==> src/hdl/dmc_defines.svh <==
// Purpose: Constants for the diagnostic output mux control
// Assumes: Registers reached through the device serial command decoder
// Notes: Field positions, reset values and loopback select codes
`ifndef DMC_DEFINES_SVH
`define DMC_DEFINES_SVH

`define DMC_CTRL_RESET 8'h00
`define DMC_SEL_RESET 8'h00
`define DMC_BIT_MUX_EN 7
`define DMC_BIT_SDO_FORCE 6
`define DMC_BIT_MAN_OUT 5
`define DMC_LBK_HI 4
`define DMC_LBK_LO 2
`define DMC_CFG_HI 1
`define DMC_CFG_LO 0
`define DMC_LBK_NONE 3'h0
`define DMC_LBK_ERR 3'h1
`define DMC_LBK_CS 3'h2
`define DMC_LBK_SDI 3'h3
`define DMC_LBK_SCK 3'h4
`define DMC_LBK_SDO 3'h7

`endif

==> src/hdl/dmc_pkg.sv <==
// Purpose: Types for the diagnostic output mux control
// Assumes: Nothing
// Notes: Mux configuration codes
package dmc_pkg;
  typedef enum logic [1:0] {
    DMC_CFG_MANUAL = 2'h0,
    DMC_CFG_DIGITAL = 2'h1,
    DMC_CFG_ANALOG = 2'h2,
    DMC_CFG_LOOPBACK = 2'h3
  } dmc_cfg_t;
endpackage

==> src/hdl/dmc_loopback_sel.sv <==
// Purpose: Pick the pin that is looped back to the diagnostic output
// Assumes: Inputs synchronous to the device clock
// Notes: Purely combinational
`timescale 1ns/1ps
`default_nettype none
`include "dmc_defines.svh"
module dmc_loopback_sel (
  // Selection
  input wire logic [2:0] loopback_input_select,
  input wire logic serial_out_force_level,
  // Pins
  input wire logic error_in,
  input wire logic chip_select_pin,
  input wire logic sdi_in,
  input wire logic sck_in,
  // Result
  output logic active,
  output logic level
);
  // -------------------------------------------------------------
  // Loopback decode
  // -------------------------------------------------------------
  always_comb begin
    active = 1'b1;
    level = 1'b0;
    case (loopback_input_select)
      `DMC_LBK_ERR: level = error_in;
      `DMC_LBK_CS: level = chip_select_pin;
      `DMC_LBK_SDI: level = sdi_in;
      `DMC_LBK_SCK: level = sck_in;
      `DMC_LBK_SDO: level = serial_out_force_level;
      default: active = 1'b0;
    endcase
  end
endmodule
`default_nettype wire

==> src/hdl/dmc_diag_mux_ctrl.sv <==
// Purpose: Diagnostic output mux and input pin interconnect test control
// Assumes: Command decoder gives write strobes; pins synchronous to clk
// Notes: Analog path releases the pin; analog switch is on only with loopback select none
`timescale 1ns/1ps
`default_nettype none
`include "dmc_defines.svh"
module dmc_diag_mux_ctrl
  import dmc_pkg::*;
#(
  parameter int NUM_CH = 256
) (
  // Clock and reset
  input wire logic clk,
  input wire logic arst_n,
  input wire logic device_reset_state,
  // Register access from command decoder
  input wire logic ctrl_wr_en,
  input wire logic [7:0] ctrl_wr_data,
  input wire logic ctrl_lock,
  input wire logic sel_wr_en,
  input wire logic [7:0] sel_wr_data,
  output logic [7:0] diag_control_reg,
  output logic [7:0] diag_channel_select,
  // Pins under test
  input wire logic error_in,
  input wire logic chip_select_pin,
  input wire logic sdi_in,
  input wire logic sck_in,
  // Serial data out from the serial interface
  input wire logic sdo_func_data,
  input wire logic sdo_func_oe,
  output logic sdo_out,
  output logic sdo_oe,
  // Internal diagnostic channels
  input wire logic [NUM_CH-1:0] digital_channels,
  // Diagnostic pin and analog switch
  output logic diag_output_pin,
  output logic diag_output_oe,
  output logic analog_mux_en,
  output logic [7:0] analog_mux_sel
);
  // -------------------------------------------------------------
  // Reset release
  // -------------------------------------------------------------
  logic rst_s1_r;
  logic rst_n_r;
  always_ff @(posedge clk or negedge arst_n) begin
    if (!arst_n) begin
      rst_s1_r <= 1'b0;
      rst_n_r <= 1'b0;
    end else begin
      rst_s1_r <= 1'b1;
      rst_n_r <= rst_s1_r;
    end
  end

  // -------------------------------------------------------------
  // Registers
  // -------------------------------------------------------------
  logic [7:0] ctrl_r;
  logic [7:0] sel_r;

  always_ff @(posedge clk or negedge rst_n_r) begin
    if (!rst_n_r) begin
      ctrl_r <= `DMC_CTRL_RESET;
    end else if (device_reset_state) begin
      ctrl_r <= `DMC_CTRL_RESET;
    end else if (ctrl_wr_en && !ctrl_lock) begin
      ctrl_r <= ctrl_wr_data;
    end
  end

  always_ff @(posedge clk or negedge rst_n_r) begin
    if (!rst_n_r) begin
      sel_r <= `DMC_SEL_RESET;
    end else if (device_reset_state) begin
      sel_r <= `DMC_SEL_RESET;
    end else if (sel_wr_en) begin
      sel_r <= sel_wr_data;
    end
  end

  // -------------------------------------------------------------
  // Field decode
  // -------------------------------------------------------------
  logic mux_en;
  logic force_lvl;
  logic man_out;
  logic [2:0] lbk_sel;
  dmc_cfg_t cfg;
  logic lbk_active;
  logic lbk_level;
  logic chan_level;
  logic sdo_force;

  assign mux_en = ctrl_r[`DMC_BIT_MUX_EN];
  assign force_lvl = ctrl_r[`DMC_BIT_SDO_FORCE];
  assign man_out = ctrl_r[`DMC_BIT_MAN_OUT];
  assign lbk_sel = ctrl_r[`DMC_LBK_HI:`DMC_LBK_LO];
  assign cfg = dmc_cfg_t'(ctrl_r[`DMC_CFG_HI:`DMC_CFG_LO]);
  assign chan_level = (32'(sel_r) < NUM_CH) ? digital_channels[sel_r] : 1'b0;
  assign sdo_force = mux_en && (cfg == DMC_CFG_LOOPBACK) && (lbk_sel == `DMC_LBK_SDO);

  dmc_loopback_sel u_lbk (
    .loopback_input_select(lbk_sel),
    .serial_out_force_level(force_lvl),
    .error_in(error_in),
    .chip_select_pin(chip_select_pin),
    .sdi_in(sdi_in),
    .sck_in(sck_in),
    .active(lbk_active),
    .level(lbk_level)
  );

  // -------------------------------------------------------------
  // Diagnostic pin
  // -------------------------------------------------------------
  logic diag_nxt;
  logic diag_oe_nxt;
  logic ana_en_nxt;
  always_comb begin
    diag_nxt = 1'b0;
    diag_oe_nxt = 1'b0;
    ana_en_nxt = 1'b0;
    if (mux_en) begin
      case (cfg)
        DMC_CFG_MANUAL: begin
          diag_oe_nxt = 1'b1;
          diag_nxt = man_out;
        end
        DMC_CFG_DIGITAL: begin
          diag_oe_nxt = 1'b1;
          diag_nxt = (lbk_sel == `DMC_LBK_NONE) ? chan_level : 1'b0;
        end
        DMC_CFG_ANALOG: begin
          ana_en_nxt = (lbk_sel == `DMC_LBK_NONE);
        end
        DMC_CFG_LOOPBACK: begin
          diag_oe_nxt = 1'b1;
          diag_nxt = lbk_active ? lbk_level : 1'b0;
        end
        default: begin
          diag_oe_nxt = 1'b0;
        end
      endcase
    end
  end

  always_ff @(posedge clk or negedge rst_n_r) begin
    if (!rst_n_r) begin
      diag_output_pin <= 1'b0;
    end else begin
      diag_output_pin <= diag_nxt;
    end
  end

  always_ff @(posedge clk or negedge rst_n_r) begin
    if (!rst_n_r) begin
      diag_output_oe <= 1'b0;
    end else begin
      diag_output_oe <= diag_oe_nxt;
    end
  end

  always_ff @(posedge clk or negedge rst_n_r) begin
    if (!rst_n_r) begin
      analog_mux_en <= 1'b0;
    end else begin
      analog_mux_en <= ana_en_nxt;
    end
  end

  always_ff @(posedge clk or negedge rst_n_r) begin
    if (!rst_n_r) begin
      analog_mux_sel <= `DMC_SEL_RESET;
    end else begin
      analog_mux_sel <= sel_r;
    end
  end

  // -------------------------------------------------------------
  // Serial data out
  // -------------------------------------------------------------
  always_ff @(posedge clk or negedge rst_n_r) begin
    if (!rst_n_r) begin
      sdo_out <= 1'b0;
      sdo_oe <= 1'b0;
    end else if (sdo_force && chip_select_pin) begin
      sdo_out <= force_lvl;
      sdo_oe <= 1'b1;
    end else begin
      sdo_out <= sdo_func_data;
      sdo_oe <= sdo_func_oe;
    end
  end

  // -------------------------------------------------------------
  // Readback
  // -------------------------------------------------------------
  always_ff @(posedge clk or negedge rst_n_r) begin
    if (!rst_n_r) begin
      diag_control_reg <= `DMC_CTRL_RESET;
    end else begin
      diag_control_reg <= ctrl_r;
    end
  end

  always_ff @(posedge clk or negedge rst_n_r) begin
    if (!rst_n_r) begin
      diag_channel_select <= `DMC_SEL_RESET;
    end else begin
      diag_channel_select <= sel_r;
    end
  end
endmodule
`default_nettype wire

==> config.mk <==
export PLATFORM = sky130hd
export DESIGN_NAME = dmc_diag_mux_ctrl
export DESIGN_NICKNAME = d
export VERILOG_FILES = /design/src/hdl/dmc_pkg.sv /design/src/hdl/dmc_loopback_sel.sv /design/src/hdl/dmc_diag_mux_ctrl.sv
export VERILOG_INCLUDE_DIRS = /design/src /design/src/hdl
export SDC_FILE = /design/constraint.sdc
export NUM_CORES = 1
export LEC_CHECK = 0
export ABC_CLOCK_PERIOD_IN_PS = 1300
export BUFFER_PORTS_ARGS = -buffer_cell sky130_fd_sc_hd__buf_2
export CAP_MARGIN = 10
export CORE_AREA = 4 4 121 123
export DETAILED_ROUTE_END_ITERATION = 10
export DIE_AREA = 0 0 125 127
export PLACE_DENSITY_LB_ADDON = 0.08
export SLEW_MARGIN = 20
export SYNTH_ARGS = -nofsm -noshare
export SYNTH_HDL_FRONTEND = slang
export SYNTH_HIERARCHICAL = 1
export SYNTH_SLANG_ARGS = --single-unit
==> constraint.sdc <==
create_clock -name clk -period 1.3 [get_ports clk]
set_input_delay 0.13 -clock clk [delete_from_list [all_inputs] [get_ports clk]]
set_output_delay 0.13 -clock clk [all_outputs]
set_load 0.01 [all_outputs]
After elaboration in Yosys (flattened, before gate mapping)
Index checks and enable logic that the tools add are counted.

Input bits: 284. Memories kept: 0. Word-level logic and storage cells: 49. Output and inout port bits: 29. Bits in writable memories: 0. ROM bits: 0. Register bits: 39. Latch bits: 0.

Shift operators: 0. Multipliers: 0. Bitwise logic cells: 0. Reduce and logical (&&, ||, !) cells: 11. Add/subtract/negate cells: 0. Divide/modulo/power cells: 0. Muxes and demuxes: 18. Equality and inequality tests: 8. Order comparisons: 1.

Operator list (count): $mux W8 (4); $mux W1 (11); $lt A8 B9 Y1 const B (1); $bmux W1 S8 (1); $eq A3 B2 Y1 const B (2); $eq A3 B3 Y1 const B (2); $pmux W1 S5 (1); $reduce_or A5 Y1 (1); $eq A2 B2 Y1 const B (2); $logic_and A1 B1 Y1 (4); $reduce_bool A2 Y1 (2); $eq A3 B1 Y1 const B (1); $logic_not A3 Y1 (1); $pmux W1 S3 (1); $reduce_or A3 Y1 (1); $eq A2 B1 Y1 const B (1); $logic_not A2 Y1 (1); $logic_not A1 Y1 (1).

Logic depth before layout (Yosys ltp)
Gate-level depths: netlist of run 1.

Word-level depth: 6. Gate-level depth with buffers: 11. Depth with buffers taken out: 7.

Hierarchy
Netlist of run 1, hierarchy kept.

Modules (own cells, without submodules): dmc_diag_mux_ctrl (times used 1, area an instance 3662.3 um^2, cells each 312); dmc_loopback_sel (times used 1, area an instance 77.6 um^2, cells each 8).

Worst setup path before layout of run 1
Ideal clock, no wire load.

Kind: register to register. Start: register sel_r[0]. End: register diag_output_pin. Arrival: 2.201 ns. Cell stages (with the launch flop): 9. Setup slack: -1.034 ns. Buffers on the path: 3. Clock period less this slack: 2.334 ns. Path through: dfrtp_1 > buf_6 > buf_12 > buf_8 > mux4_1 > mux4_2 > mux2_2 > o21ai_1 > o211ai_1.

Cells in the longest elaborated chain, start to end: 5.

Ends and longest elaborated chain: start, declared (line dmc_diag_mux_ctrl.sv:61) `logic [7:0] sel_r;`; start signal, assigned (line dmc_diag_mux_ctrl.sv:75) `` sel_r <= `DMC_SEL_RESET; ``; start signal, assigned (line dmc_diag_mux_ctrl.sv:77) `` sel_r <= `DMC_SEL_RESET; ``; start signal, assigned (line dmc_diag_mux_ctrl.sv:79) `sel_r <= sel_wr_data;`; $bmux W1 S8 (line dmc_diag_mux_ctrl.sv:101) `assign chan_level = (32'(sel_r) < NUM_CH) ? digital_channels[sel_r] : 1'b0;`; $mux W1 (implied by the code) (line dmc_diag_mux_ctrl.sv:101); $mux W1 (line dmc_diag_mux_ctrl.sv:133) `` diag_nxt = (lbk_sel == `DMC_LBK_NONE) ? chan_level : 1'b0; ``; $pmux W1 S3 (line dmc_diag_mux_ctrl.sv:126) `case (cfg)`; $mux W1 (line dmc_diag_mux_ctrl.sv:125) `if (mux_en) begin`; net diag_nxt (line dmc_diag_mux_ctrl.sv:118) `logic diag_nxt;`; end signal, assigned (line dmc_diag_mux_ctrl.sv:153) `diag_output_pin <= diag_nxt;`; end, declared (line dmc_diag_mux_ctrl.sv:37) `output logic diag_output_pin,`.

The timed path passes the listed nets, and every way through them passes these cells. The select of a mux whose other input is x is not followed. A chain may end at the register's enable or synchronous reset.

Final worst setup path of run 1
Same ends and word-level chain as after synthesis.

==> results of run 1 <==
timing repair:
item,in CTS,in global routing
hold buffers,1,0
setup buffers,2,8
endpoints found under the setup margin,2,2
hold endpoints to repair,2,0
pin swaps,4,4
resized for setup,7,8
cloned,0,2
metal layers:
layer / track usage [%] / share of wire, %
met3: 4.31 / 6.6
met4: 4.27 / 2.1
met2: 38.1 / 53
met1: 23.4 / 38
met5: 0 / 0
cell families (layout without fill, tap and decap cells):
family                 Yosys count  after routing  synth area share [%]
XOR/XNOR                         1              1                 0.234
buffers and inverters           40            393                  6.92
flip-flops                      39             39                  26.1
AND/OR/NAND/NOR                 87             87                  11.6
multiplexers                    98             98                  45.5
AO/OA/AOI/OAI                   54             54                  9.50
other                            1              4                 0.100
per-stage QoR:
step           area, um^2  setup TNS, ps  instances  hold WS, ps  setup slack (ps)
2_1_floorplan        3760          -1030        320         -166              -981
3_3_place_gp         5810          -1180        832        -83.3             -1100
3_5_place_dp         5810          -1220        832        -79.4             -1130
4_1_cts              6010          -1100        843         36.6             -1100
5_1_grt              6170          -1170        856         49.4             -1170
6_report             6170          -1080        856         37.8             -1080
power by group through the flow:
stage | Combinational [mW] | Clock [mW] | Sequential [mW]
floorplan | 0.762 | 0 | 1.36
global placement | 1.52 | 0 | 1.34
detailed placement | 1.53 | 0 | 1.35
CTS | 1.57 | 1.19 | 1.32
global route | 1.75 | 1.26 | 1.33
finish | 1.60 | 1.17 | 1.32
layout by cell type, fill, tap and decap left out, types with 3 or more instances in the layout:
master / instances
buf_6: 3
mux4_1: 10
nand4_1: 3
nand2b_1: 7
o22ai_1: 8
mux2i_1: 35
clkbuf_16: 7
diode_2: 3
mux4_2: 43
buf_2: 312
o221ai_1: 8
nor4_1: 4
a21oi_1: 14
mux2_2: 8
dfrtp_1: 37
nor3_1: 9
nand2_1: 22
nor2_1: 21
nand3_1: 5
buf_12: 8
buf_4: 55
o21ai_0: 7
layout make-up:
class                   count  area (um^2)
well taps                 180          225
clock inverters             1         5.00
fillers                  1381         7500
clock buffers               7          133
repair buffers            383         2280
inverters                   2         7.51
multi-input cells         241         2530
flip-flops and latches     39          981
diodes                      3         7.51
worst min path at each step:
stage	endpoint	slack, ps	cells after the start
global route	sdo_oe$_DFF_PN0_	50	2
finish	sdo_oe$_DFF_PN0_	40	2
CTS	sdo_oe$_DFF_PN0_	40	2
global placement	rst_n_r$_DFF_PN0_	-80	1
detailed placement	rst_n_r$_DFF_PN0_	-80	1
floorplan	rst_n_r$_DFF_PN0_	-170	0
==> flow_metrics.tcl, run 1 <==
set metrics [dict create \
    crit_chain "buf_12, mux4_2, mux4_2, or4b_4, nand4_1, o211ai_1" \
    cpMaxStageDelayCell "mux4_2" \
    yosys.cell_count.top_type "mux4_2" \
    min_period_over_period_pct 183 \
    violations "negative setup slack" \
    cts.sinks 39 \
    seqPwrFrac_pct 32.2 \
    wl_per_cell_um 19.6 \
    gr-total-overflow 0 \
    rsz0062_at_grt "true" \
    cts.clk_slew.worst_paths_ps 60 \
    r2r_end "diag_output_pin$_DFF_PN0_" \
    globalRouteTotalUtil_pct 20.1 \
    cap_violations 0 \
    netlist.top_cell.by_area "dfrtp_1" \
    max-clock-path-buffers 2 \
    postSynthAreaPerCell_um2 11.7 \
    cts_tree "done" \
    drive_gt1_share_pct 67.2 \
    drt_iter0_markers 142 \
    grt_pass1_vias 4750 \
    clkLatencyLatePin_ps 280 \
    grt_max_degree 31 \
    gp_congestion 0.934 \
    port_buffers 312 \
    final_hold_viol_count 0 \
    hold_class "input port to flip-flop" \
    rows 43 \
    outcome "finished with violations" \
    cts_buffers 5 \
    r2r_slack_ps -1080 \
    synthFlopType "dfrtp_1" \
    route.detailed.drc 0 \
    hp-start "sdo_func_oe" \
    p_leak_nw 3.00 \
    drt_first_pass_iters 4 \
    area_growth_pct 65.0 \
    cpPeakStageDelay_ps 500 \
    yosys-top-cells-count "mux4_2 (41), dfrtp_1 (39), mux2i_1 (35)" \
    synth_area_mm2 0.00374 \
    p_clk_share_pct 28.5 \
    antenna_left 0 \
    ios 313 \
    crit_start "sel_r[0]$_DFFE_PN0P_" \
    yosys.area.top_type_share_pct 26.1 \
    reg2regPathDepth 6 \
    start_util_pct 27.4 \
    reg2reg_from "sel_r[0]$_DFFE_PN0P_" \
    cts-root-buf "clkbuf_16" \
    crit_path_end "diag_output_pin$_DFF_PN0_" \
    viasPerCell 4.90 \
    fmax_mhz 420 \
    wirelength_um 16700 \
    crit_path_frequent_cell "mux4_2" \
    core-area_mm2 0.0137 \
    fin_nets 956 \
    fin_crit_ps 2380 \
    synth_edf_count 0 \
    switching_share_pct 27.8 \
    switchingPower_mw 1.14 \
    ir_drop_uv 438 \
    synth.distinct_cells 51 \
    power-per-cell-area_mw_per_mm2 662 \
    via_count 4192 \
    crit_cells 6 \
    yosysSeqAreaShare_pct 26.1 \
    p_int_mw 2.95 \
    worstPathMaxFanout 6 \
    final_util_pct 45.1 \
    combPwrFrac_pct 39.2 \
    grt_antenna_before_repair 3 \
    cp.arrival_ps 2530 \
    synth-seq-cells 39 \
    finalPower_mw 4.09 \
    dp_hpwl_um 14300 \
    die_h_um 127 \
    end_kind "flip-flop" \
    fin_skew_ps 3.40 \
    setup_viol 1 \
    die_w_um 125 \
    synthCells 320 \
    critPathKind "flip-flop to flip-flop" \
    cp_top_family "multiplexers" \
    required_ps 1440 \
    synth_nets 604 \
    maxSlewViolCount 0 \
    grt_pass1_wl_um 25200 \
    crit_buf_inv 1 \
    ys_warn_count 6 \
    async_reset_ff_share_pct 100 \
    synthTopCellsByArea "dfrtp_1 (26%), mux4_2 (25%), mux2i_1 (9.4%)" \
    start_kind "flip-flop" \
    setup_slack_ps -1080 \
    die_area_mm2 0.0159 \
    htreeDepth 2 \
]
Power figures use the tool's default switching activity.
==> run 2, diff against run 1 <==
--- a/config.mk
+++ b/config.mk
@@ -6,13 +6,13 @@
 export SDC_FILE = /design/constraint.sdc
 export NUM_CORES = 1
 export LEC_CHECK = 0
-export ABC_CLOCK_PERIOD_IN_PS = 1300
 export BUFFER_PORTS_ARGS = -buffer_cell sky130_fd_sc_hd__buf_2
 export CAP_MARGIN = 10
 export CORE_AREA = 4 4 121 123
 export DETAILED_ROUTE_END_ITERATION = 10
 export DIE_AREA = 0 0 125 127
 export PLACE_DENSITY_LB_ADDON = 0.08
+export REMOVE_ABC_BUFFERS = 1
 export SLEW_MARGIN = 20
 export SYNTH_ARGS = -nofsm -noshare
 export SYNTH_HDL_FRONTEND = slang
==> run 2 against run 1 <==
The flow still finishes with violations (negative setup slack); fmax up 0.73%; global-route usage is 0.58 points lower; worst setup slack gained 17 ps; clock skew rose by 2.8 ps; clock power is 35% higher; register-to-register slack improved by 20 ps; utilization increased by 0.092 points; combinational power barely moved; die area stayed put; critical path depth is the same; hold slack improved by 8.5 ps; critical endpoint unchanged; highest routed layer unchanged.
==> flow_metrics.tcl, run 2 (same netlist as run 1, synthesis figures left out) <==
set metrics [dict create \
    cts.sinks 39 \
    core-area_mm2 0.0137 \
    globalRouteTotalUtil_pct 19.5 \
    clkLatencyLatePin_ps 280 \
    nFillCells 1361 \
    outcome "finished with violations" \
    wl_per_cell_um 19.0 \
    cp.arrival_ps 2520 \
    cap_violations 0 \
    min_period_over_period_pct 182 \
    drt_iter0_markers 181 \
    combPwrFrac_pct 35.4 \
    end_kind "flip-flop" \
    r2r_slack_ps -1060 \
    holdWs_ps 46.3 \
    setup_slack_ps -1060 \
    maxSlewViolCount 0 \
    rows 43 \
    finalPower_mw 4.48 \
    htreeDepth 2 \
    final_cell_mix "buf_2 (312), buf_4 (51), mux4_2 (44)" \
    reg2reg_from "sel_r[0]$_DFFE_PN0P_" \
    gr-total-overflow 0 \
    port_buffers 312 \
    grt_pass1_vias 4614 \
    hold_class "input port to flip-flop" \
    p_int_mw 3.32 \
    route.detailed.drc 0 \
    gp_congestion 0.826 \
    cts-root-buf "clkbuf_16" \
    cts.clk_slew.worst_paths_ps 60 \
    dp_hpwl_um 13900 \
    whs_path_depth 2 \
    violations "negative setup slack" \
    viasPerCell 4.87 \
    fin_skew_ps 6.17 \
    worstPathMaxFanout 7 \
    final_hold_viol_count 0 \
    die_w_um 125 \
    die_area_mm2 0.0159 \
    drt_first_pass_iters 4 \
    mostFrequentLayoutCell "buf_2" \
    switchingPower_mw 1.16 \
    ir_drop_uv 406 \
    final_util_pct 45.2 \
    r2r_end "diag_output_pin$_DFF_PN0_" \
    required_ps 1460 \
    seqPwrFrac_pct 29.3 \
    setup_viol 1 \
    wirelength_um 16100 \
    power-per-cell-area_mw_per_mm2 725 \
    fin_nets 949 \
    grt_antenna_before_repair 2 \
    hp-start "sdo_func_oe" \
    setup_tns_ps -1060 \
    max-clock-path-buffers 2 \
    critPathKind "flip-flop to flip-flop" \
    fmax_mhz 423 \
    start_util_pct 27.4 \
    grt_max_degree 33 \
    antenna_left 0 \
    area_growth_pct 65.3 \
    cts_buffers 5 \
    cts_tree "done" \
    rsz0062_at_grt "true" \
    worstMarginPinSlew_ps 544 \
    drive_gt1_share_pct 68.8 \
    start_kind "flip-flop" \
    die_h_um 127 \
    reg2regPathDepth 6 \
    switching_share_pct 25.9 \
    grt_pass1_wl_um 24500 \
    whs_endpoint "sdo_oe$_DFF_PN0_" \
    ios 313 \
    max_slew_margin_pct 63.6 \
    via_count 4130 \
    fin_crit_ps 2360 \
    dpl_worst_slack_ps -1090 \
    p_leak_nw 2.97 \
    p_clk_share_pct 35.3 \
]
## run 2: timing repair
| action | 4_1_cts | 5_1_grt |
|---|---|---|
| pin swaps | 2 | 8 |
| resized for setup | 5 | 24 |
| setup endpoints to repair | 2 | 3 |
| hold endpoints to repair | 2 | 0 |
| setup buffers | 4 | 1 |
| cloned | 2 | 0 |
| hold buffers | 1 | 0 |
## run 2: critical path: stages (launching register included)
cell      delay, ps
dfrtp_4         450
buf_12          150
mux4_2          490
mux4_2          460
or4b_1          480
nand4_1         100
o211ai_1        100
## run 2: stage by stage
stage / std cells / instance area (um^2)
after floorplan: 282 / 3490
final: 848 / 6180
after detailed placement: 831 / 5770
after CTS: 845 / 6080
after global routing: 848 / 6180
after global placement: 831 / 5770
## run 2: cell type report
cell class,count,area [um^2],area share [%]
multi-input combinational,241,2580,41.8
antenna,2,5.00,0.0810
inverter,2,7.51,0.121
timing repair buffer,376,2190,35.5
sequential,39,982,15.9
tap,180,225,3.64
clock inverter,2,60.1,0.971
clock buffer,6,129,2.08
## run 2: routing by layer
layer | share of wire [%] | wire length [um] | vias up | track usage (%)
met4 | 1.5 | 250 | 0 | 4.97
met1 | 39 | 6240 | 1961 | 23.5
met3 | 6.9 | 1110 | 20 | 4.35
met2 | 53 | 8540 | 174 | 35.6
met5 | 0 | 0 | - | 0
li1 | - | - | 1975 | -
## run 2: worst max path at each step
stage | slack [ps] | cells past startpoint | to | start
floorplan | -3300 | 5 | diag_output_pin$_DFF_PN0_ | sel_r[0]$_DFFE_PN0P_
global placement | -1100 | 7 | diag_output_pin$_DFF_PN0_ | ctrl_r[4]$_DFFE_PN0P_
detailed placement | -1090 | 6 | diag_output_pin$_DFF_PN0_ | sel_r[0]$_DFFE_PN0P_
CTS | -1060 | 9 | diag_output_pin$_DFF_PN0_ | sel_r[0]$_DFFE_PN0P_
global route | -1130 | 9 | diag_output_pin$_DFF_PN0_ | sel_r[0]$_DFFE_PN0P_
finish | -1060 | 6 | diag_output_pin$_DFF_PN0_ | sel_r[0]$_DFFE_PN0P_
## run 2: power by group through the flow
stage	combinational, mW	sequential [mW]	clock, mW
after global routing	1.73	1.32	1.67
after global placement	1.48	1.34	0
after floorplan	0.589	1.46	0
after detailed placement	1.50	1.34	0
after CTS	1.56	1.32	1.62
final	1.59	1.32	1.58
